<file path="src/core/gatc_pkg.sv">
// shared constants for the bus address, terminator and command unit
package gatc_pkg;
  // multiline command codes, with the parity bit cleared
  localparam logic [6:0] CMD_GTL = 7'h01;
  localparam logic [6:0] CMD_SDC = 7'h04;
  localparam logic [6:0] CMD_LLO = 7'h11;
  localparam logic [6:0] CMD_DCL = 7'h14;
  localparam logic [6:0] CMD_SPE = 7'h18;
  localparam logic [6:0] CMD_SPD = 7'h19;
  localparam logic [6:0] CMD_UNL = 7'h3f;
  localparam logic [6:0] CMD_UNT = 7'h5f;
  // address groups, selected by bits 6..5 of the byte
  localparam logic [1:0] GRP_LISTEN = 2'h1;
  localparam logic [1:0] GRP_TALK = 2'h2;
  localparam logic [4:0] ADDR_MAX = 5'h1e;
  localparam logic [4:0] ADDR_DEFAULT = 5'h0c;
  // terminator characters
  localparam logic [7:0] CHR_CR = 8'h0d;
  localparam logic [7:0] CHR_LF = 8'h0a;
  // data path sizes
  localparam int DATA_W = 8;
  localparam int FIFO_DEPTH = 4;
  localparam int CMD_DEPTH = 64;
  localparam int CMD_AW = 6;
  // listener acceptor states, gray along the usual path
  typedef enum logic [1:0] {
    ACC_IDLE = 2'b00,
    ACC_READY = 2'b01,
    ACC_TAKEN = 2'b11,
    ACC_WAITOFF = 2'b10
  } gatc_acc_type;
  // talker source states
  typedef enum logic [1:0] {
    SRC_IDLE = 2'b00,
    SRC_WAITRDY = 2'b01,
    SRC_VALID = 2'b11,
    SRC_RELEASE = 2'b10
  } gatc_src_type;
endpackage : gatc_pkg

</file>
<file path="src/core/gatc_unit.sv">
// bus address, terminator and interface command unit, instrument side
// What this block does
// - switch open: CR then LF terminators
// - fixed mode: EOI with the LF
// - switch closed: LF then CR, EOI on CR
// - variable mode terminators reloadable, lost at reset
// - talk/listen switches normally open, both roles
// - address from switches four to eight
// - factory address twelve
// - addresses zero to thirty accepted
// - low five bits match, top bits choose role
// - REN plus listen address gives remote
// - SRQ pulled low to request service
// - LLO locks out the front panel
// - DCL restores power-up defaults
// - addressed commands only when listen addressed
// - SDC clears like DCL when addressed
// - GTL returns to local when addressed
// - serial poll mode returns status byte
// - SPD ends serial poll, normal output
// - switches sampled only after reset release
// - UNL and UNT return to idle
// - command executes after full terminator pair
`timescale 1ns/1ps
`default_nettype none
module gatc_unit (
  input wire logic core_clk,
  input wire logic rst,
  // bus pins, low-true lines as inputs and open-drain drives
  input wire logic [7:0] dioIn_n,
  output logic [7:0] dioOut_n,
  output logic dioOe,
  input wire logic atnIn_n,
  input wire logic renIn_n,
  input wire logic ifcIn_n,
  input wire logic eoiIn_n,
  output logic eoiOut_n,
  output logic eoiOe,
  input wire logic davIn_n,
  output logic davOut_n,
  output logic davOe,
  input wire logic nrfdIn_n,
  output logic nrfdOut_n,
  output logic nrfdOe,
  input wire logic ndacIn_n,
  output logic ndacOut_n,
  output logic ndacOe,
  output logic srqOut_n,
  output logic srqOe,
  // rear panel switches, 1 = closed; [0]=sw1 ... [7]=sw8
  input wire logic [7:0] swIn,
  // instrument side
  input wire logic serviceReq,
  input wire logic [7:0] statusByte,
  input wire logic setTermValid,
  input wire logic [7:0] setTerm1,
  input wire logic [7:0] setTerm2,
  input wire logic txValid,
  input wire logic [7:0] txData,
  input wire logic txLast,
  output logic txReady,
  output logic cmdValid,
  output logic [7:0] cmdData,
  output logic cmdEnd,
  input wire logic cmdReady,
  output logic remote,
  output logic lockout,
  output logic devClear,
  output logic talkAddr,
  output logic listenAddr,
  output logic serialPoll,
  output logic [4:0] busAddr
);
  // two-flop synchronisers for every pin
  logic [14:0] pinMeta_ff;
  logic [14:0] pinSync_ff;
  always_ff @(posedge core_clk or posedge rst) begin
    if (rst) begin
      pinMeta_ff <= '0;
      pinSync_ff <= '0;
    end else begin
      pinMeta_ff <= {~ndacIn_n, ~nrfdIn_n, ~davIn_n, ~eoiIn_n, ~ifcIn_n, ~renIn_n,
                     ~atnIn_n, ~dioIn_n};
      pinSync_ff <= pinMeta_ff;
    end
  end
  logic [7:0] busByte;
  logic atn;
  logic ren;
  logic ifc;
  logic dav;
  logic nrfd;
  logic ndac;
  assign busByte = pinSync_ff[7:0];
  assign atn = pinSync_ff[8];
  assign ren = pinSync_ff[9];
  assign ifc = pinSync_ff[10];
  assign dav = pinSync_ff[12];
  assign nrfd = pinSync_ff[13];
  assign ndac = pinSync_ff[14];

  // switches pass their own synchroniser
  logic [7:0] swMeta_ff;
  logic [7:0] swSync_ff;
  always_ff @(posedge core_clk or posedge rst) begin
    if (rst) begin
      swMeta_ff <= '0;
      swSync_ff <= '0;
    end else begin
      swMeta_ff <= swIn;
      swSync_ff <= swMeta_ff;
    end
  end

  // switch capture once after release; later moves are ignored until next reset
  logic [1:0] swWait_ff;
  logic swTaken_ff;
  logic varTerm_ff;
  logic [4:0] myAddr_ff;
  logic talkDis_ff;
  logic listenDis_ff;
  always_ff @(posedge core_clk or posedge rst) begin
    if (rst) begin
      swWait_ff <= '0;
      swTaken_ff <= 1'b0;
      varTerm_ff <= 1'b0;
      myAddr_ff <= gatc_pkg::ADDR_DEFAULT;
      talkDis_ff <= 1'b0;
      listenDis_ff <= 1'b0;
    end else if (!swTaken_ff) begin
      swWait_ff <= swWait_ff + 2'h1;
      // tracks switch until capture
      varTerm_ff <= swSync_ff[0];
      if (swWait_ff == 2'h3) begin
        swTaken_ff <= 1'b1;
        // sw2 disables talk, sw3 disables listen
        talkDis_ff <= swSync_ff[1];
        listenDis_ff <= swSync_ff[2];
        // sw4 is weight 16, sw8 weight 1
        // sw5 and sw6 closed give twelve
        // thirty is the top usable code
        myAddr_ff <= swAddr(swSync_ff);
      end
    end
  end

  // address from the switch bank, 31 would be the untalk code so clamp
  function automatic logic [4:0] swAddr(input logic [7:0] sw);
    logic [4:0] a;
    a = {sw[3], sw[4], sw[5], sw[6], sw[7]};
    swAddr = (a > gatc_pkg::ADDR_MAX) ? gatc_pkg::ADDR_MAX : a;
  endfunction : swAddr

  // listener acceptor handshake
  gatc_pkg::gatc_acc_type accState_ff;
  logic [7:0] rxByte_ff;
  logic rxAtn_ff;
  logic rxEoi_ff;
  logic rxStrobe_ff;
  logic accEnable;
  logic cmdFull;
  assign accEnable = atn || (listenAddr && !cmdFull);
  always_ff @(posedge core_clk or posedge rst) begin
    if (rst) begin
      accState_ff <= gatc_pkg::ACC_IDLE;
      rxByte_ff <= '0;
      rxAtn_ff <= 1'b0;
      rxEoi_ff <= 1'b0;
      rxStrobe_ff <= 1'b0;
    end else begin
      rxStrobe_ff <= 1'b0;
      unique case (accState_ff)
        gatc_pkg::ACC_IDLE: begin
          if (accEnable && !dav) begin
            accState_ff <= gatc_pkg::ACC_READY;
          end
        end
        gatc_pkg::ACC_READY: begin
          if (dav) begin
            rxByte_ff <= busByte;
            rxAtn_ff <= atn;
            rxEoi_ff <= pinSync_ff[11];
            rxStrobe_ff <= 1'b1;
            accState_ff <= gatc_pkg::ACC_TAKEN;
          end else if (!accEnable) begin
            accState_ff <= gatc_pkg::ACC_IDLE;
          end
        end
        gatc_pkg::ACC_TAKEN: accState_ff <= gatc_pkg::ACC_WAITOFF;
        gatc_pkg::ACC_WAITOFF: begin
          if (!dav) begin
            accState_ff <= gatc_pkg::ACC_IDLE;
          end
        end
      endcase
    end
  end
  // NRFD released only when ready; NDAC released once byte taken
  always_ff @(posedge core_clk or posedge rst) begin
    if (rst) begin
      nrfdOe <= 1'b0;
      ndacOe <= 1'b0;
    end else begin
      nrfdOe <= (listenAddr || atn) && !(accEnable && accState_ff == gatc_pkg::ACC_READY);
      ndacOe <= (listenAddr || atn) && (accState_ff != gatc_pkg::ACC_TAKEN)
                && (accState_ff != gatc_pkg::ACC_WAITOFF);
    end
  end
  assign nrfdOut_n = 1'b0;
  assign ndacOut_n = 1'b0;

  // interface command decode; only bytes taken under ATN
  logic cmdByte;
  logic [6:0] code;
  logic clrPulse;
  assign cmdByte = rxStrobe_ff && rxAtn_ff;
  assign code = rxByte_ff[6:0];
  assign clrPulse = cmdByte && ((code == gatc_pkg::CMD_DCL) ||
                    (listenAddr && code == gatc_pkg::CMD_SDC));
  // addressing state, IFC clears both roles
  always_ff @(posedge core_clk or posedge rst) begin
    if (rst) begin
      talkAddr <= 1'b0;
      listenAddr <= 1'b0;
    end else if (ifc) begin
      talkAddr <= 1'b0;
      listenAddr <= 1'b0;
    end else if (cmdByte) begin
      if (code == gatc_pkg::CMD_UNL) begin
        listenAddr <= 1'b0;
      end else if (code == gatc_pkg::CMD_UNT) begin
        talkAddr <= 1'b0;
      // low five bits against the switch address
      end else if (code[6:5] == gatc_pkg::GRP_LISTEN && code[4:0] == myAddr_ff) begin
        listenAddr <= !listenDis_ff;
        talkAddr <= 1'b0;
      end else if (code[6:5] == gatc_pkg::GRP_TALK) begin
        talkAddr <= (code[4:0] == myAddr_ff) && !talkDis_ff;
        if (code[4:0] == myAddr_ff) begin
          listenAddr <= 1'b0;
        end
      end
    end
  end
  // remote, lockout and serial poll modes
  always_ff @(posedge core_clk or posedge rst) begin
    if (rst) begin
      remote <= 1'b0;
      lockout <= 1'b0;
      serialPoll <= 1'b0;
      devClear <= 1'b0;
    end else begin
      devClear <= clrPulse;
      if (!ren) begin
        remote <= 1'b0;
        lockout <= 1'b0;
      end else if (cmdByte) begin
        if (code[6:5] == gatc_pkg::GRP_LISTEN && code[4:0] == myAddr_ff) begin
          remote <= 1'b1;
        end
        if (code == gatc_pkg::CMD_LLO) begin
          lockout <= 1'b1;
        end
        // go to local only when addressed
        if (code == gatc_pkg::CMD_GTL && listenAddr) begin
          remote <= 1'b0;
        end
      end
      if (ifc) begin
        serialPoll <= 1'b0;
      end else if (cmdByte) begin
        // poll enable is taken as addressed; disable ends it
        if (code == gatc_pkg::CMD_SPE && listenAddr) begin
          serialPoll <= 1'b1;
        end else if (code == gatc_pkg::CMD_SPD) begin
          serialPoll <= 1'b0;
        end
      end
    end
  end

  // terminator pair, defaults reload on reset and on device clear
  logic [7:0] term1_ff;
  logic [7:0] term2_ff;
  always_ff @(posedge core_clk or posedge rst) begin
    if (rst) begin
      term1_ff <= gatc_pkg::CHR_CR;
      term2_ff <= gatc_pkg::CHR_LF;
    end else if (!swTaken_ff || clrPulse) begin
      // CR then LF; LF then CR
      term1_ff <= varTerm_ff ? gatc_pkg::CHR_LF : gatc_pkg::CHR_CR;
      term2_ff <= varTerm_ff ? gatc_pkg::CHR_CR : gatc_pkg::CHR_LF;
    end else if (setTermValid && varTerm_ff) begin
      term1_ff <= setTerm1;
      term2_ff <= setTerm2;
    end
  end

  // received data line buffer, released after the terminator pair
  logic [gatc_pkg::CMD_AW-1:0] wrIdx_ff;
  logic [gatc_pkg::CMD_AW-1:0] rdIdx_ff;
  logic lineDone_ff;
  logic sawTerm1_ff;
  logic dataByte;
  logic [7:0] memRd;
  logic fifoInValid;
  logic fifoInReady;
  logic readPend_ff;
  assign dataByte = rxStrobe_ff && !rxAtn_ff && listenAddr;
  assign cmdFull = lineDone_ff || (wrIdx_ff == gatc_pkg::CMD_AW'(gatc_pkg::CMD_DEPTH-1));
  gatc_cmd_mem u_cmdMem (
    .core_clk(core_clk),
    .wrEn(dataByte && !cmdFull),
    .wrAddr(wrIdx_ff),
    .wrData(rxByte_ff),
    .rdAddr(rdIdx_ff),
    .rdData(memRd)
  );
  // hold the line until term1 then term2 arrive
  always_ff @(posedge core_clk or posedge rst) begin
    if (rst) begin
      wrIdx_ff <= '0;
      rdIdx_ff <= '0;
      lineDone_ff <= 1'b0;
      sawTerm1_ff <= 1'b0;
      readPend_ff <= 1'b0;
      cmdValid <= 1'b0;
      cmdData <= '0;
      cmdEnd <= 1'b0;
    end else if (clrPulse) begin
      wrIdx_ff <= '0;
      rdIdx_ff <= '0;
      lineDone_ff <= 1'b0;
      sawTerm1_ff <= 1'b0;
      readPend_ff <= 1'b0;
      cmdValid <= 1'b0;
      cmdEnd <= 1'b0;
    end else begin
      if (dataByte && !cmdFull) begin
        wrIdx_ff <= wrIdx_ff + 1'b1;
        sawTerm1_ff <= (rxByte_ff == term1_ff);
        if (sawTerm1_ff && rxByte_ff == term2_ff) begin
          lineDone_ff <= 1'b1;
        end
      end
      // drain one byte at a time; read data arrives a cycle later
      readPend_ff <= 1'b0;
      if (cmdValid && cmdReady) begin
        cmdValid <= 1'b0;
        if (cmdEnd) begin
          lineDone_ff <= 1'b0;
          wrIdx_ff <= '0;
          rdIdx_ff <= '0;
          sawTerm1_ff <= 1'b0;
        end
      end else if (lineDone_ff && !cmdValid && !readPend_ff) begin
        readPend_ff <= 1'b1;
        rdIdx_ff <= rdIdx_ff + 1'b1;
      end
      if (readPend_ff) begin
        cmdValid <= 1'b1;
        cmdData <= memRd;
        cmdEnd <= (rdIdx_ff == wrIdx_ff);
      end
    end
  end

  // talker output through a four-word buffer; bit 8 marks the last byte
  logic fifoOutValid;
  logic fifoOutReady;
  logic [8:0] fifoOut;
  gatc_fifo #(.WIDTH(gatc_pkg::DATA_W + 1), .DEPTH(gatc_pkg::FIFO_DEPTH)) u_txFifo (
    .core_clk(core_clk),
    .rst(rst),
    .inValid(fifoInValid),
    .inReady(fifoInReady),
    .inData({txLast, txData}),
    .outValid(fifoOutValid),
    .outReady(fifoOutReady),
    .outData(fifoOut)
  );
  assign fifoInValid = txValid && txReady;
  // ready registered, so it trails a full buffer by a cycle; source must hold valid
  always_ff @(posedge core_clk or posedge rst) begin
    if (rst) begin
      txReady <= 1'b0;
    end else begin
      txReady <= fifoInReady && !(txReady && txValid);
    end
  end

  // source handshake with terminator insertion
  gatc_pkg::gatc_src_type srcState_ff;
  logic [1:0] termStep_ff;
  logic srcPoll_ff;
  logic talkActive;
  logic haveByte;
  assign talkActive = talkAddr && !atn;
  assign haveByte = serialPoll || fifoOutValid || (termStep_ff != 2'h0);
  assign fifoOutReady = (srcState_ff == gatc_pkg::SRC_RELEASE) && !srcPoll_ff
                        && (termStep_ff == 2'h0);
  always_ff @(posedge core_clk or posedge rst) begin
    if (rst) begin
      srcState_ff <= gatc_pkg::SRC_IDLE;
      termStep_ff <= 2'h0;
      srcPoll_ff <= 1'b0;
      dioOut_n <= 8'hff;
      dioOe <= 1'b0;
      davOe <= 1'b0;
      eoiOe <= 1'b0;
    end else if (!talkActive) begin
      srcState_ff <= gatc_pkg::SRC_IDLE;
      dioOe <= 1'b0;
      davOe <= 1'b0;
      eoiOe <= 1'b0;
    end else begin
      unique case (srcState_ff)
        gatc_pkg::SRC_IDLE: begin
          if (haveByte) begin
            srcPoll_ff <= serialPoll;
            dioOe <= 1'b1;
            eoiOe <= 1'b0;
            // status byte in place of data; bit 6 flags service
            if (serialPoll) begin
              dioOut_n <= ~{statusByte[7], serviceReq, statusByte[5:0]};
            end else if (termStep_ff == 2'h1) begin
              dioOut_n <= ~term1_ff;
            end else if (termStep_ff == 2'h2) begin
              dioOut_n <= ~term2_ff;
              eoiOe <= 1'b1;
            end else begin
              dioOut_n <= ~fifoOut[7:0];
            end
            srcState_ff <= gatc_pkg::SRC_WAITRDY;
          end
        end
        gatc_pkg::SRC_WAITRDY: begin
          if (!nrfd) begin
            davOe <= 1'b1;
            srcState_ff <= gatc_pkg::SRC_VALID;
          end
        end
        gatc_pkg::SRC_VALID: begin
          if (!ndac) begin
            davOe <= 1'b0;
            srcState_ff <= gatc_pkg::SRC_RELEASE;
          end
        end
        gatc_pkg::SRC_RELEASE: begin
          dioOe <= 1'b0;
          eoiOe <= 1'b0;
          if (!srcPoll_ff && termStep_ff == 2'h0) begin
            termStep_ff <= fifoOut[8] ? 2'h1 : 2'h0;
          end else if (!srcPoll_ff && termStep_ff == 2'h1) begin
            termStep_ff <= 2'h2;
          end else if (!srcPoll_ff) begin
            termStep_ff <= 2'h0;
          end
          srcState_ff <= gatc_pkg::SRC_IDLE;
        end
      endcase
    end
  end
  assign davOut_n = 1'b0;
  assign eoiOut_n = 1'b0;

  // service request, withdrawn during a poll answer
  always_ff @(posedge core_clk or posedge rst) begin
    if (rst) begin
      srqOe <= 1'b0;
      busAddr <= gatc_pkg::ADDR_DEFAULT;
    end else begin
      srqOe <= serviceReq && !(serialPoll && talkAddr);
      busAddr <= myAddr_ff;
    end
  end
  assign srqOut_n = 1'b0;
endmodule : gatc_unit
`default_nettype wire

</file>
<file path="src/core/gatc_fifo.sv">
// small first-in first-out buffer with valid and ready on each side
`timescale 1ns/1ps
`default_nettype none
module gatc_fifo #(
  parameter int WIDTH = 9,
  parameter int DEPTH = 4
) (
  input wire logic core_clk,
  input wire logic rst,
  input wire logic inValid,
  output logic inReady,
  input wire logic [WIDTH-1:0] inData,
  output logic outValid,
  input wire logic outReady,
  output logic [WIDTH-1:0] outData
);
  localparam int AW = $clog2(DEPTH);
  logic [WIDTH-1:0] mem_ff [DEPTH];
  logic [AW-1:0] wrPtr_ff;
  logic [AW-1:0] rdPtr_ff;
  logic [AW:0] count_ff;
  logic doWr;
  logic doRd;
  // honest flags from the fill count
  assign inReady = (count_ff != (AW+1)'(DEPTH));
  assign outValid = (count_ff != '0);
  assign outData = mem_ff[rdPtr_ff];
  assign doWr = inValid && inReady;
  assign doRd = outValid && outReady;
  // storage, no reset needed on the data words
  always_ff @(posedge core_clk) begin
    if (doWr) begin
      mem_ff[wrPtr_ff] <= inData;
    end
  end
  // pointers and fill count
  always_ff @(posedge core_clk or posedge rst) begin
    if (rst) begin
      wrPtr_ff <= '0;
      rdPtr_ff <= '0;
      count_ff <= '0;
    end else begin
      if (doWr) begin
        wrPtr_ff <= (wrPtr_ff == AW'(DEPTH-1)) ? '0 : wrPtr_ff + 1'b1;
      end
      if (doRd) begin
        rdPtr_ff <= (rdPtr_ff == AW'(DEPTH-1)) ? '0 : rdPtr_ff + 1'b1;
      end
      if (doWr && !doRd) begin
        count_ff <= count_ff + 1'b1;
      end else if (doRd && !doWr) begin
        count_ff <= count_ff - 1'b1;
      end
    end
  end
endmodule : gatc_fifo
`default_nettype wire

</file>
<file path="src/core/gatc_cmd_mem.sv">
// command line memory with registered read data
`timescale 1ns/1ps
`default_nettype none
module gatc_cmd_mem (
  input wire logic core_clk,
  input wire logic wrEn,
  input wire logic [gatc_pkg::CMD_AW-1:0] wrAddr,
  input wire logic [gatc_pkg::DATA_W-1:0] wrData,
  input wire logic [gatc_pkg::CMD_AW-1:0] rdAddr,
  output logic [gatc_pkg::DATA_W-1:0] rdData
);
  logic [gatc_pkg::DATA_W-1:0] mem_ff [gatc_pkg::CMD_DEPTH];
  // write port
  always_ff @(posedge core_clk) begin
    if (wrEn) begin
      mem_ff[wrAddr] <= wrData;
    end
  end
  // read data from a register
  always_ff @(posedge core_clk) begin
    rdData <= mem_ff[rdAddr];
  end
endmodule : gatc_cmd_mem
`default_nettype wire

</file>
<file path="config.mk">
export PLATFORM = sky130hd
export DESIGN_NAME = gatc_unit
export DESIGN_NICKNAME = d
export VERILOG_FILES = /design/src/core/gatc_pkg.sv /design/src/core/gatc_unit.sv /design/src/core/gatc_fifo.sv /design/src/core/gatc_cmd_mem.sv
export SDC_FILE = /design/constraint.sdc
export NUM_CORES = 1
export LEC_CHECK = 0
export ABC_AREA = 0
export BUFFER_PORTS_ARGS = -buffer_cell sky130_fd_sc_hd__buf_2
export CELL_PAD_IN_SITES_DETAIL_PLACEMENT = 0
export CELL_PAD_IN_SITES_GLOBAL_PLACEMENT = 2
export CORE_AREA = 2 2 183 364
export DETAILED_ROUTE_END_ITERATION = 6
export DIE_AREA = 0 0 185 366
export GPL_TIMING_DRIVEN = 0
export PLACE_DENSITY_LB_ADDON = 0.1
export SKIP_LAST_GASP = 1
export SYNTH_ARGS = -nofsm -noshare
export SYNTH_HDL_FRONTEND = slang
export SYNTH_SLANG_ARGS = --single-unit
</file>
<file path="constraint.sdc">
create_clock -name core_clk -period 4.6 [get_ports core_clk]
set_input_delay 0.92 -clock core_clk [delete_from_list [all_inputs] [get_ports core_clk]]
set_output_delay 0.92 -clock core_clk [all_outputs]
set_load 0.05 [all_outputs]
</file>
== Yosys cells after proc, flatten, opt, wreduce, memory -nomap -nowiden ==
Memory sizes are Yosys's and may differ from the RTL's. A register that Yosys moved wholly into a read port is not among the register bits.
Cells that the tools add are included.

* Word-level logic and storage cells: 297
* Output and inout port bits: 41
* Register bits: 148
* Input bits: 62
* RAM bits: 548
* Memories: 2

* Add/subtract/negate cells: 7
* Reduce and logical (&&, ||, !) cells: 86
* $lt $le $gt $ge: 1
* Bitwise logic cells: 14
* Eq/ne operators: 44
* Multiplexer cells: 98

{| class="wikitable"
|+ Memories
! memory !! depth !! bits a word !! read ports !! clocked after memory_dff !! wr ports !! line !! text
|-
| u_cmdMem.mem_ff || 64 || 8 || 1 || 1 || 1 || gatc_cmd_mem.sv:12 || <nowiki>logic [gatc_pkg::DATA_W-1:0] mem_ff [gatc_pkg::CMD_DEPTH];</nowiki>
|-
| u_txFifo.mem_ff || 4 || 9 || 1 || 0 || 1 || gatc_fifo.sv:18 || <nowiki>logic [WIDTH-1:0] mem_ff [DEPTH];</nowiki>
|}

{| class="wikitable"
|+ Operator list
! cell !! number
|-
| $mux 1 || 60
|-
| $mux 8 || 7
|-
| $mux 6 || 8
|-
| $not 8->8 || 5
|-
| $logic_and 1x1->1 || 34
|-
| $eq 7x5->1 const B || 4
|-
| $mux 2 || 13
|-
| $ne 3x3->1 const B || 7
|-
| $eq 2x2->1 const B || 9
|-
| $reduce_and 3->1 || 6
|-
| $eq 8x8->1 || 2
|-
| $pmux 2 s4 || 2
|-
| $reduce_and 2->1 || 8
|-
| $logic_not 1->1 || 15
|-
| $add 6x1->6 const B || 2
|-
| $mux 3 || 4
|-
| $ne 3x1->1 const B || 4
|-
| $reduce_bool 3->1 || 4
|-
| $reduce_bool 4->1 || 3
|-
| $ne 2x2->1 const B || 5
|-
| $reduce_bool 2->1 || 5
|-
| $not 1->1 || 9
|-
| $eq 2x1->1 const B || 4
|-
| $eq 7x1->1 const B || 1
|-
| other kinds (16) || 29
|}

== Longest topological paths before layout ==
Gate-level depths: netlist (run 1).

* Word-level depth: 8
* Mapped depth: 10
* Gate-level depth less buffers: 8

== By module ==
Synthesis (run 1) repeated with hierarchy kept, for this count alone.

* Cells, all modules: 1514
* Area, all modules: 27739.1 um^2

{| class="wikitable"
|+ Modules (own cells, without submodules)
! module !! sequential area each (um^2) !! cells each !! times used !! area each (um^2)
|-
| gatc_cmd_mem || 15534.9 || 940 || 1 || 20156.8
|-
| gatc_unit || 3499.6 || 489 || 1 || 5833.1
|-
| gatc_fifo || 1256.2 || 85 || 1 || 1749.2
|}

== Worst setup path before layout (run 1) ==
OpenSTA, ideal clock, no wires.

* Kind: register to register
* From: register rxByte_ff[0]
* To: register listenAddr
* Buffers on the path: 1
* Path slack: 2026 ps
* Data required time: 4523 ps
* Setup time: 77 ps
* Cell stages (with the launch flop): 7
* Period minus slack after synthesis: 2574 ps
* Arrival: 2496 ps
* Path through: dfrtp_1 clkbuf_1 xor2_1 nor3_1 nand3_1 or4_1 a21oi_1

* Cells in the longest elaborated chain, start to end: 7
* Elaborated cells on any way between the ends: 13
* Those cells by class: eq/ne: 4; mux: 5; reduce/logical: 4

{| class="wikitable"
|+ RTL lines
! what !! line !! text
|-
| from (decl) || gatc_unit.sv:156 || <nowiki>logic [7:0] rxByte_ff;</nowiki>
|-
| from (signal assigned) || gatc_unit.sv:180 || <nowiki>rxByte_ff <= busByte;</nowiki>
|-
| $eq 5x5->1 || gatc_unit.sv:234, gatc_unit.sv:239 ||
|-
| $logic_and 1x1->1 || gatc_unit.sv:234 || <nowiki>end else if (code[6:5] == gatc_pkg::GRP_LISTEN && code[4:0] == myAddr_ff) begin</nowiki>
|-
| $mux 1 || gatc_unit.sv:234 ||
|-
| $mux 1 || gatc_unit.sv:231 || <nowiki>end else if (code == gatc_pkg::CMD_UNT) begin</nowiki>
|-
| $mux 1 || gatc_unit.sv:229 || <nowiki>if (code == gatc_pkg::CMD_UNL) begin</nowiki>
|-
| $mux 1 || gatc_unit.sv:228 || <nowiki>end else if (cmdByte) begin</nowiki>
|-
| $mux 1 || gatc_unit.sv:225 || <nowiki>end else if (ifc) begin</nowiki>
|-
| to (signal assigned) || gatc_unit.sv:235 || <nowiki>listenAddr <= !listenDis_ff;</nowiki>
|-
| to (decl) || gatc_unit.sv:70 || <nowiki>output logic listenAddr,</nowiki>
|}

Several ways; a longest one is shown, not always the timed one. The select of a mux whose other input is x is not followed.
A chain may end at the register's enable or synchronous reset.

== Worst setup path after layout (run 1) ==
* From: register wrIdx_ff[4] in the netlist's numbering
* To: memory u_cmdMem.mem_ff[62][7] in the netlist's numbering, enable pin

* Cells in the longest elaborated chain, start to end: 6

{| class="wikitable"
|+ RTL lines
! what !! line !! text
|-
| from (decl) || gatc_unit.sv:300 || <nowiki>logic [gatc_pkg::CMD_AW-1:0] wrIdx_ff;</nowiki>
|-
| from (signal assigned) || gatc_unit.sv:340 || <nowiki>wrIdx_ff <= wrIdx_ff + 1'b1;</nowiki>
|-
| $eq 6x6->1 || gatc_unit.sv:310 || <nowiki>assign cmdFull = lineDone_ff || (wrIdx_ff == gatc_pkg::CMD_AW'(gatc_pkg::CMD_DEPTH-1));</nowiki>
|-
| $logic_or 1x1->1 || gatc_unit.sv:310 ||
|-
| $logic_not 1->1 || gatc_unit.sv:313 || <nowiki>.wrEn(dataByte && !cmdFull),</nowiki>
|-
| $logic_and 1x1->1 || gatc_unit.sv:313 ||
|-
| $mux 1 || gatc_cmd_mem.sv:15 || <nowiki>if (wrEn) begin</nowiki>
|-
| $mux 1 (not written as such) || gatc_cmd_mem.sv:16 || <nowiki>mem_ff[wrAddr] <= wrData;</nowiki>
|-
| to (decl) || gatc_cmd_mem.sv:12 ||
|}

Several ways; a longest one is shown, not always the timed one.

==> results.md, run 1 <==
- Cell Area, Synth: 27,600 µm²
- Critical path's top delay family: simple AND/OR/NAND/NOR gates
- Hold_buf cts: 0
- Antenna violations before repair: 0
- Power Density: 496 nW/µm²
- Most frequent cells in the layout: edfxtp_1 (548), dfrtp_1 (121), nor2_1 (109)
- Drt initial violations: 980
- Transition time at the pin with the least slew margin: 1.17 ns
- Synth Instances: 1,558
- Unique masters post-synth: 65
- CP arrival: 4.12 ns
- Post-synth ARST share: 20.8%
- Post-route ant nets: 0
- Maxcap violations: 0
- Worst Path Max Fanout: 10
- Slowest CP cell: nor2_1
- Leak: 0.0114 µW
- EDFF count, synth: 548
- Final max-slew violation count: 0
- Worst EP required: 4.86 ns
- Yosys warnings: 0
- Die height: 366 µm
- Synth Flop Type: edfxtp_1
- Most common cell after layout, fill and taps aside: edfxtp_1
- First-pass GRT wire length: 108 mm
- Clk sinks: 702
- Sequential cell area: 20,300 µm²
- Clk_lat worst skew: 0.65 ns
- Status: completed
- Max incr delay on CP: 1.01 ns
- WL per Instance: 28.5 µm
- Tmin final: 3.86 ns
- Buffers added on ports: 95
- Area Growth Syn to Fin: 14.6%
- CTS tree: built
- Post-CTS setup buffers: 0
- Worst vdd ir: 0.387 mV
- Share of layout cells above drive strength 1: 22.6%
- Max clock buf depth: 3
- Crit path top cell by count: clkbuf_1
- Core ar.: 64,700 µm²
- Sequential element share of the synthesized area: 73.5%
- Hold Crit Class: reg2reg
- Final Util: 48.8%
- Grt ovf: 0
- Unrepaired setup endpoints after global routing: no
- Ordered cell list for the critical path: clkbuf_1 -> and3_1 -> a311oi_1 -> clkbuf_1 -> nand3_1 -> nor2_1
- DR pass1 iterations: 5
- Vias in the first global route: 15,600
- CP Class: reg2reg
- Worst setup SP type: flip-flop
- Gates resized, CTS repair: 0
- Final period utilization: 83.9%
- CP Buf/Inv Count: 2
- Clock skew: 0.0234 ns
- Vias per cell: 5.45
- Area of the multi-input gates: 6750 µm²
- Ports: 103
- Clock-pin slew on the worst setup and hold paths: 0.07 ns
- WHS: 0.339 ns
- Nets: 1,803
- DIE AREA: 67,700 µm²
- Fmax: 259 MHz
- Die X: 185 µm
- Final WL: 75.7 mm
- Total GRT Usage: 22.8%
- Root Buffer: clkbuf_16
- Detailed placement HPWL: 55.1 mm
- Vias: 14,500
- Final setup violation count: 0
- Drt drc: 0
- Num CTS Buffers: 61
- Fill cell count: 5,585
- Std cell rows: 132
- RD Place Congestion: 0.860
- H-tree depth: 2
- Pin count of the biggest net entering global routing: 49
- Relative slew slack: 22.3%
- Count of state elements after synthesis: 702
- Final hold violation count: 0
- Mean Syn Cell Area: 17.7 µm²
- Setup crit end kind: flip-flop
- Fin Setup TNS: 0 ns
- Initial core utilization: 42.6%
## state kept, by name (all words and copies together) (netlist names), 14 cells and up
| signal | flops |
|---|---|
| pinMeta_ff | 14 |
| pinSync_ff | 14 |
| u_cmdMem.mem_ff | 512 |
| u_txFifo.mem_ff | 36 |
## power by group
| group | internal (µW) | switching [µW] | leakage [µW] | total, µW |
|---|---|---|---|---|
| logic | 660 | 1220 | 0.00348 | 1880 |
| clock network | 3270 | 2370 | 0.00109 | 5640 |
| registers | 7730 | 431 | 0.00679 | 8160 |
| total | 11700 | 4020 | 0.0114 | 15700 |
## layer usage
layer / part of all wire (%) / wire length (µm) / vias up / track usage (%)
met2: 59 / 44700 / 387 / 45.7
met1: 32 / 24000 / 7539 / 22.1
li1: - / - / 6421 / -
met5: 0 / 0 / - / 0
met4: 6.1 / 4630 / 0 / 12.6
met3: 3.2 / 2390 / 140 / 2.22
## worst reg2reg max path, delay by kind of cell (launching register included)
kind            cells  cell delay, ns
simple gates        3            2.03
compound gates      1            0.39
flops               1            0.36
buf+inv             2            0.71
## worst paths after layout
path                                     endpoint          from  depth (start not counted)  slack [ns]
min                                  swSync_ff[1]  swMeta_ff[1]                          0        0.34
min reg2reg                          swSync_ff[1]  swMeta_ff[1]                          0        0.34
max reg2reg                u_cmdMem.mem_ff[62][7]   wrIdx_ff[4]                          6        0.74
max in group asynchronous             dioOut_n[1]           rst                          4        3.08
min in group asynchronous           pinMeta_ff[7]           rst                          2        0.48
max                        u_cmdMem.mem_ff[62][7]   wrIdx_ff[4]                          6        0.74
## cell type report
type | count | share of cell area (%)
Clock buffer | 89 | 5.64
Sequential cell | 702 | 64.2
Timing Repair Buffer | 106 | 2.20
Tap cell | 871 | 3.45
Antenna cell | 1 | 0.00791
Inverter | 28 | 0.344
Multi-Input combinational cell | 744 | 21.3
Clock inverter | 27 | 1.37
Buffer | 88 | 1.46
## per-stage QoR
step | std cells | instance area [µm²] | power, µW | setup WS (ns)
floorplan | 1562 | 27600 | 9190 | 1.86
global placement | 2528 | 29200 | 10100 | 0.410
detailed placement | 2539 | 29400 | 10300 | 0.663
CTS | 2655 | 31600 | 15900 | 0.669
global route | 2655 | 31600 | 16200 | 0.567
finish | 2656 | 31600 | 15700 | 0.741
## synth_stat cells (all sizes together) (11+ instances only)
master  number  area (µm²)
edfxtp     548       16500
dfrtp      129        3230
mux4       116        2670
nor2       109         409
nand2       77         289
mux2i       59         591
clkbuf      49         188
a21oi       44         220
buf         39         274
inv         28         105
mux2        28         315
o21ai       28         140
xor2        28         245
nor2b       18         113
dfstp       17         447
o31ai       15         113
a221oi      14         123
and2        13        81.3
nand3       13        65.1
a221o       12         120
nand2b      12        75.1
nor4        12        75.1
xnor2       12         105
a31oi       11        68.8
## cell families (layout without fill, tap and decap cells)
group | count (synthesis) | count (layout) | share of synthesized area (%)
flops | 702 | 702 | 73.5
simple gates | 303 | 303 | 5.18
mux | 203 | 203 | 13.0
compound gates | 182 | 182 | 4.47
buf+inv | 116 | 338 | 2.05
xor+xnor | 40 | 40 | 1.27
fa+ha+maj | 11 | 11 | 0.517
other cells | 1 | 6 | 0.0136
No activity file was read; power rests on OpenSTA's default activity.
==> inputs of run 2 (changes only) <==
==> constraint.sdc (replaced) <==
create_clock -name core_clk -period 3.55 [get_ports core_clk]
set_input_delay 0.71 -clock core_clk [delete_from_list [all_inputs] [get_ports core_clk]]
set_output_delay 0.71 -clock core_clk [all_outputs]
set_load 0.05 [all_outputs]
==> run 2 against run 1 <==
Net effect: the flow now finishes with violations (negative setup slack); total power grew 30%; global-route usage about the same; final cell count about the same; sequential power up 30%; first-iteration DRC count rose by 1.0%; combinational power increased by 29%; hold slack lost 0.16 ns; clock-buffer cell count did not move; largest power group unchanged; highest routed layer unchanged.
==> results.md, run 2 (same netlist as run 1, synthesis figures left out) <==
- Status: finished, violations left
- Failing checks: negative setup slack
- Drt drc: 0 (unchanged)
- Final period utilization: 106% (+22 points)
- Top reg by flops: u_cmdMem.mem_ff
- Most common cell after layout, fill and taps aside: edfxtp_1
- First-pass GRT wire length: 108 mm (about the same)
- Power Density: 641 nW/µm² (+29%)
- Transition time at the pin with the least slew margin: 1.10 ns (-0.0645 ns)
- Max FFs per register: 512 (unchanged)
- Worst Path Max Fanout: 10 (unchanged)
- CP arrival: 4.03 ns (-0.09 ns)
- Post-CTS setup buffers: 0 (unchanged)
- R2R Setup Slk: -0.21 ns (-0.95 ns)
- Final hold violation count: 0 (unchanged)
- Core ar.: 64,700 µm² (unchanged)
- Detailed placement HPWL: 55.1 mm (unchanged)
- Crit path setup slack, layout: -0.210 ns (-0.950 ns)
- Reg2reg start: wrIdx_ff[4]
- ANT cells: 0 (-1)
- Final WL: 75.6 mm (-0.12%)
- Antenna violations before repair: 0 (unchanged)
- Fmax: 266 MHz (+2.6%)
- Final max-slew violation count: 0 (unchanged)
- Unrepaired setup endpoints after global routing: yes
- Num CTS Buffers: 61 (unchanged)
- CTS tree: built
- Setup crit end kind: flip-flop
- Clk sinks: 702 (unchanged)
- Leak: 0.0114 µW (about the same)
- Max clock buf depth: 3 (unchanged)
- Worst reg2reg path depth: 6 (unchanged)
- Area Growth Syn to Fin: 14.9%
- Pin count of the biggest net entering global routing: 49 (unchanged)
- Clock skew: 0.0246 ns (+0.00117 ns)
- Root Buffer: clkbuf_16
- Worst vdd ir: 0.501 mV (+29%)
- Hold Crit Class: in2reg
- Die X: 185 µm (unchanged)
- Die height: 366 µm (unchanged)
- Reg-to-Reg End: u_cmdMem.mem_ff[21][7]
- Clk_lat worst skew: 0.64 ns (about the same)
- Grt ovf: 0 (unchanged)
- H-tree depth: 2 (unchanged)
- Final setup violation count: 128 (+128)
- Hold Path Sink: swMeta_ff[0]
- RD Place Congestion: 0.860 (unchanged)
- Hold_buf cts: 0 (unchanged)
- Buffers added on ports: 95 (unchanged)
- Std cell rows: 132 (unchanged)
- Share of layout cells above drive strength 1: 24.2% (+1.6 points)
- Total GRT Usage: 22.8% (about the same)
- Drt initial violations: 990 (+1.0%)
- Tmin final: 3.76 ns (-0.0996 ns)
- WL per Instance: 28.5 µm (about the same)
- Initial core utilization: 42.6% (unchanged)
- DIE AREA: 67,700 µm² (unchanged)
- Worst EP required: 3.82 ns (-1.04 ns)
- DR pass1 iterations: 5 (unchanged)
- Nets: 1,803 (unchanged)
- Clock-pin slew on the worst setup and hold paths: 0.07 ns (about the same)
- Vias in the first global route: 15,700 (+0.058%)
- Area of the multi-input gates: 6820 µm² (+1.0%)
- Hold Startpoint: swIn[0]
- Top flop regs: u_cmdMem.mem_ff: 512 flops, u_txFifo.mem_ff: 36 flops
- Post-route ant nets: 0 (unchanged)
- CP Class: reg2reg
- Vias: 14,500 (-0.25%)
- Most frequent cells in the layout: edfxtp_1 (548), dfrtp_1 (121), buf_2 (107)
- Ports: 103 (unchanged)
- Worst setup SP type: flip-flop
- WHS: 0.182 ns (-0.158 ns)
- Relative slew slack: 26.6% (+4.3 points)
- Hold Path Depth: 1 (+1)
- Maxcap violations: 0 (unchanged)
- Final Util: 48.9% (+0.10 points)
- Vias per cell: 5.44 (-0.21%)
- Fill cell count: 5,572 (-0.23%)
- Sequential cell area: 20,300 µm² (unchanged)
-- run 2: changes by cell type in the layout (fill, tap and decap cells not counted), sizes merged --
cell,before,now
diode,1,0
-- run 2: per-stage QoR --
stage / setup WS, ns / TNS, ns / total power (µW) / area [µm²] / std cells
2_1_floorplan: 0.976 / 0 / 11900 / 27600 / 1562
3_3_place_gp: -0.640 / -64.68 / 13100 / 29200 / 2528
3_5_place_dp: -0.387 / -41.05 / 13300 / 29400 / 2539
4_1_cts: -0.260 / -23.79 / 20600 / 31700 / 2655
5_1_grt: -0.317 / -31.87 / 21000 / 31700 / 2655
6_report: -0.210 / -20.39 / 20300 / 31700 / 2655
-- run 2: worst max-delay path by stage --
stage,from,endpoint,slack (ns),cells past startpoint
after CTS,wrIdx_ff[4],u_cmdMem.mem_ff[29][7],-0.26,6
after global placement,rxByte_ff[1],cmdData[6],-0.64,5
final,wrIdx_ff[4],u_cmdMem.mem_ff[21][7],-0.21,6
after floorplan,rxByte_ff[0],listenAddr,0.98,6
after global routing,wrIdx_ff[4],u_cmdMem.mem_ff[20][6],-0.32,6
after detailed placement,wrIdx_ff[4],u_cmdMem.mem_ff[62][7],-0.39,6
-- run 2: what timing repair did --
action | 4_1_cts | 5_1_grt
resized for setup | 12 | 18
endpoints found under the setup margin | 193 | 129
gates cloned | 0 | 0
-- run 2: cell type report --
class	instances	share of cell area, %
well taps	871	3.44
inverters	28	0.343
clock buffers	89	5.63
repair buffers	106	2.20
flip-flops and latches	702	64.1
plain buffers	88	1.46
clock inverters	27	1.36
multi-input cells	744	21.5
-- run 2: worst max-delay path: stages, from the launching register on --
cell and delay, ns:
dfrtp_1 0.36, clkbuf_1 0.27, and3_1 0.27, a311oi_1 0.39, clkbuf_1 0.46, nand3_1 0.87, nor2_2 0.78
-- run 2: per-layer routing --
layer  wire [µm]  track usage [%]
met1       24200             22.1
met2       44500             45.8
met3        2240             2.20
met4        4660             12.4
met5           0                0
-- run 2: power breakdown --
group | total, µW | switching, µW | leakage (µW) | internal [µW]
combinational | 2430 | 1570 | 0.00348 | 855
clock | 7310 | 3080 | 0.00109 | 4230
sequential | 10600 | 551 | 0.00679 | 10000
==> inputs of run 3 (changes only) <==
--- a/config.mk
+++ b/config.mk
@@ -5,13 +5,13 @@
 export SDC_FILE = /design/constraint.sdc
 export NUM_CORES = 1
 export LEC_CHECK = 0
-export ABC_AREA = 0
+export ABC_AREA = 1
 export BUFFER_PORTS_ARGS = -buffer_cell sky130_fd_sc_hd__buf_2
 export CELL_PAD_IN_SITES_DETAIL_PLACEMENT = 0
 export CELL_PAD_IN_SITES_GLOBAL_PLACEMENT = 2
-export CORE_AREA = 2 2 183 364
+export CORE_AREA = 2 2 203 405
 export DETAILED_ROUTE_END_ITERATION = 6
-export DIE_AREA = 0 0 185 366
+export DIE_AREA = 0 0 205 407
 export GPL_TIMING_DRIVEN = 0
 export PLACE_DENSITY_LB_ADDON = 0.1
 export SKIP_LAST_GASP = 1
==> constraint.sdc (replaced) <==
create_clock -name core_clk -period 3.55 [get_ports core_clk]
set_input_delay 0.5325 -clock core_clk [delete_from_list [all_inputs] [get_ports core_clk]]
set_output_delay 0.5325 -clock core_clk [all_outputs]
set_load 0.05 [all_outputs]
==> run 3 against run 2 <==
Net effect: the run now ends clean; global-route usage rose by 1.9 points; fmax grew 11%; hold slack worse by 0.17 ns; clock skew is 0.0023 ns higher; clock-buffer cell count is 1 lower; sequential power hardly changed; synthesized cell count grew 77%; critical path depth grew 2; final cell count rose by 52%; via count grew 41%; largest power group unchanged.
==> results.md, run 3 <==
- CP Class: reg2reg
- Synth Flop Type: edfxtp_1
- Drt initial violations: 1,280 (+29%)
- Synth Instances: 2,754 (+77%)
- Num CTS Buffers: 66 (+8.2%)
- Synth top area cells: edfxtp_1 (56%), dfrtp_1 (11%), nand2_1 (9.1%)
- First-pass GRT wire length: 145 mm (+34%)
- DR pass1 iterations: 5 (unchanged)
- Antenna violations before repair: 1 (+1)
- Cell Area, Synth: 29,500 µm² (+6.8%)
- Fmax: 294 MHz (+11%)
- Placement-stage cell area: 31,500 µm² (+7.2%)
- ANT cells: 0 (unchanged)
- Slowest CP cell: nor2_1
- Post-CTS setup buffers: 0 (unchanged)
- Final instance area: 33,600 µm² (+6.2%)
- Core ar.: 80,200 µm² (+24%)
- Initial core utilization: 36.7% (-5.9 points)
- Count of state elements after synthesis: 702 (unchanged)
- Post-synth ARST share: 20.8% (unchanged)
- Clock skew: 0.0269 ns (+0.00234 ns)
- Die height: 407 µm (+11%)
- Area Growth Syn to Fin: 14.2%
- Transition time at the pin with the least slew margin: 1.05 ns (-0.0474 ns)
- Post-synthesis simple-gate area fraction: 20.0% (+15 points)
- WHS: 0.0167 ns (-0.165 ns)
- Final max-slew violation count: 0 (unchanged)
- Drt drc: 0 (unchanged)
- H-tree depth: 3 (+1)
- Detailed placement HPWL: 73.7 mm (+34%)
- Ports: 103 (unchanged)
- Pwr Total: 20,300 µW (+0.12%)
- Setup crit end kind: flip-flop
- Clk sinks: 702 (unchanged)
- Share of the synthesized area in the top cell type: 55.9% (-3.8 points)
- Final period utilization: 95.8% (-10 points)
- Pin count of the biggest net entering global routing: 67 (+37%)
- Top reg by flops: u_cmdMem.mem_ff
- Worst Path Max Fanout: 10 (unchanged)
- Die X: 205 µm (+11%)
- Status: completed
- Worst vdd ir: 0.475 mV (-5.3%)
- Most common cell after layout, fill and taps aside: nand2_1
- Vias: 20,300 (+41%)
- Hold Crit Class: in2async
- Tmin final: 3.40 ns (-0.358 ns)
- Unique masters post-synth: 54 (-17%)
- Power Density: 605 nW/µm² (-5.7%)
- Leak: 0.0133 µW (+17%)
- EDFF count, synth: 548 (unchanged)
- Worst setup SP type: flip-flop
- Gates resized, CTS repair: 0 (-12)
- Total GRT Usage: 24.8% (+1.9 points)
- WL per Instance: 25.1 µm (-12%)
- Post-synthesis compound-gate area fraction: 4.85% (+0.38 points)
- Post-synthesis xor/xnor area fraction: 0.476% (-0.79 points)
- Count leader, synth: nand2_1
- Clock-pin slew on the worst setup and hold paths: 0.07 ns (about the same)
- Max clock buf depth: 3 (unchanged)
- DIE AREA: 83,400 µm² (+23%)
- Ordered cell list for the critical path: buf_2 -> nand2_1 -> nor2_1 -> nand2_1 -> nand3_4 -> inv_2 -> nand4_2 -> nor2_1
- Adder-cell share of the synthesized area: 0.450% (-0.067 points)
- Commonest cells post-synth: nand2_1 (717), edfxtp_1 (548), nor2_1 (321)
- Nets: 3,014 (+67%)
- Grt ovf: 0 (unchanged)
- Worst EP required: 3.81 ns (about the same)
- Max incr delay on CP: 0.99 ns (+0.12 ns)
- Std cell rows: 147 (+11%)
- Vias per cell: 5.03 (-7.5%)
- Yosys warnings: 0 (unchanged)
- CP arrival: 3.66 ns (-0.37 ns)
- Max FFs per register: 512 (unchanged)
- Final hold violation count: 0 (unchanged)
- Maxcap violations: 0 (unchanged)
- Vias in the first global route: 21,100 (+35%)
- Post-route ant nets: 0 (unchanged)
- Crit path depth: 8 (+2)
- Mux cell area share after synthesis: 0.0382% (-13 points)
- Sequential element share of the synthesized area: 68.9% (-4.7 points)
- Final setup violation count: 0 (-100%)
- Buffers added on ports: 95 (unchanged)
- Yosys top cell by area: edfxtp_1
- Unrepaired setup endpoints after global routing: no
- Mean Syn Cell Area: 10.7 µm² (-40%)
- Root Buffer: clkbuf_16
- Relative slew slack: 29.8% (+3.2 points)
- Top flop regs: u_cmdMem.mem_ff: 512 flops, u_txFifo.mem_ff: 36 flops
- Worst reg2reg path depth: 8 (+2)
- Hold_buf cts: 11 (+11)
- Critical path's top delay family: simple AND/OR/NAND/NOR gates
- Share of layout cells above drive strength 1: 11.5% (-13 points)
- Final WL: 101 mm (+34%)
- RD Place Congestion: 0.916 (+6.5%)
- Most frequent cells in the layout: nand2_1 (717), edfxtp_1 (548), nor2_1 (321)
- Clk_lat worst skew: 0.64 ns (about the same)
- CP Buf/Inv Count: 2 (unchanged)
- Largest family of logic cells by synthesized area: simple AND/OR/NAND/NOR gates
- CTS tree: built
run 3: routing by layer:
layer  wire length (µm)  global-route usage [%]
met5                 13                       0
met2              57800                    49.5
met4               6600                    14.7
met1              33400                    23.1
met3               3520                    3.67
run 3: logic make-up after synthesis:
| group | count (synthesis) |
|---|---|
| buffers and inverters | 363 |
| adders and majority gates | 10 |
| other | 1 |
| DFF | 702 |
| xor gates and xnor gates | 16 |
| AOI/OAI and AO/OA | 255 |
| muxes | 1 |
| and+or+nand+nor | 1406 |
run 3: worst paths after layout:
| path | startpoint | to | slack, ns |
|---|---|---|---|
| min reg2reg | pinMeta_ff[2] | pinSync_ff[2] | 0.34 |
| max reg2reg | wrIdx_ff[4] | u_cmdMem.mem_ff[36][0] | 0.15 |
| max in group asynchronous | rst | myAddr_ff[2] | 2.24 |
| min | rst | txReady | 0.02 |
| max | wrIdx_ff[4] | u_cmdMem.mem_ff[36][0] | 0.15 |
| min in group core_clk | dioIn_n[6] | pinMeta_ff[6] | 0.04 |
run 3: power breakdown:
part | internal (µW) | switching [µW] | total [µW]
registers | 9990 | 766 | 10800
logic | 707 | 2050 | 2750
clock network | 3700 | 3130 | 6830
run 3: through the flow:
step                instances  setup TNS [ns]  setup WS [ns]  utilization [%]
floorplan                2758               0           1.08                -
global placement         3896          -60.21          -1.46             39.0
detailed placement       3906               0          0.175             39.3
CTS                      4036               0          0.158             42.0
global route             4036               0         0.0706             42.0
finish                   4036               0          0.148             42.0
run 3: final cells by class:
class | count | area (µm²)
buffer | 140 | 739
clock buffer | 88 | 1820
clock inverter | 31 | 186
fill | 7872 | 46500
inverter | 223 | 841
multi-input combinational | 1693 | 7630
sequential | 702 | 20300
tap | 1043 | 1310
timing repair buffer | 116 | 802
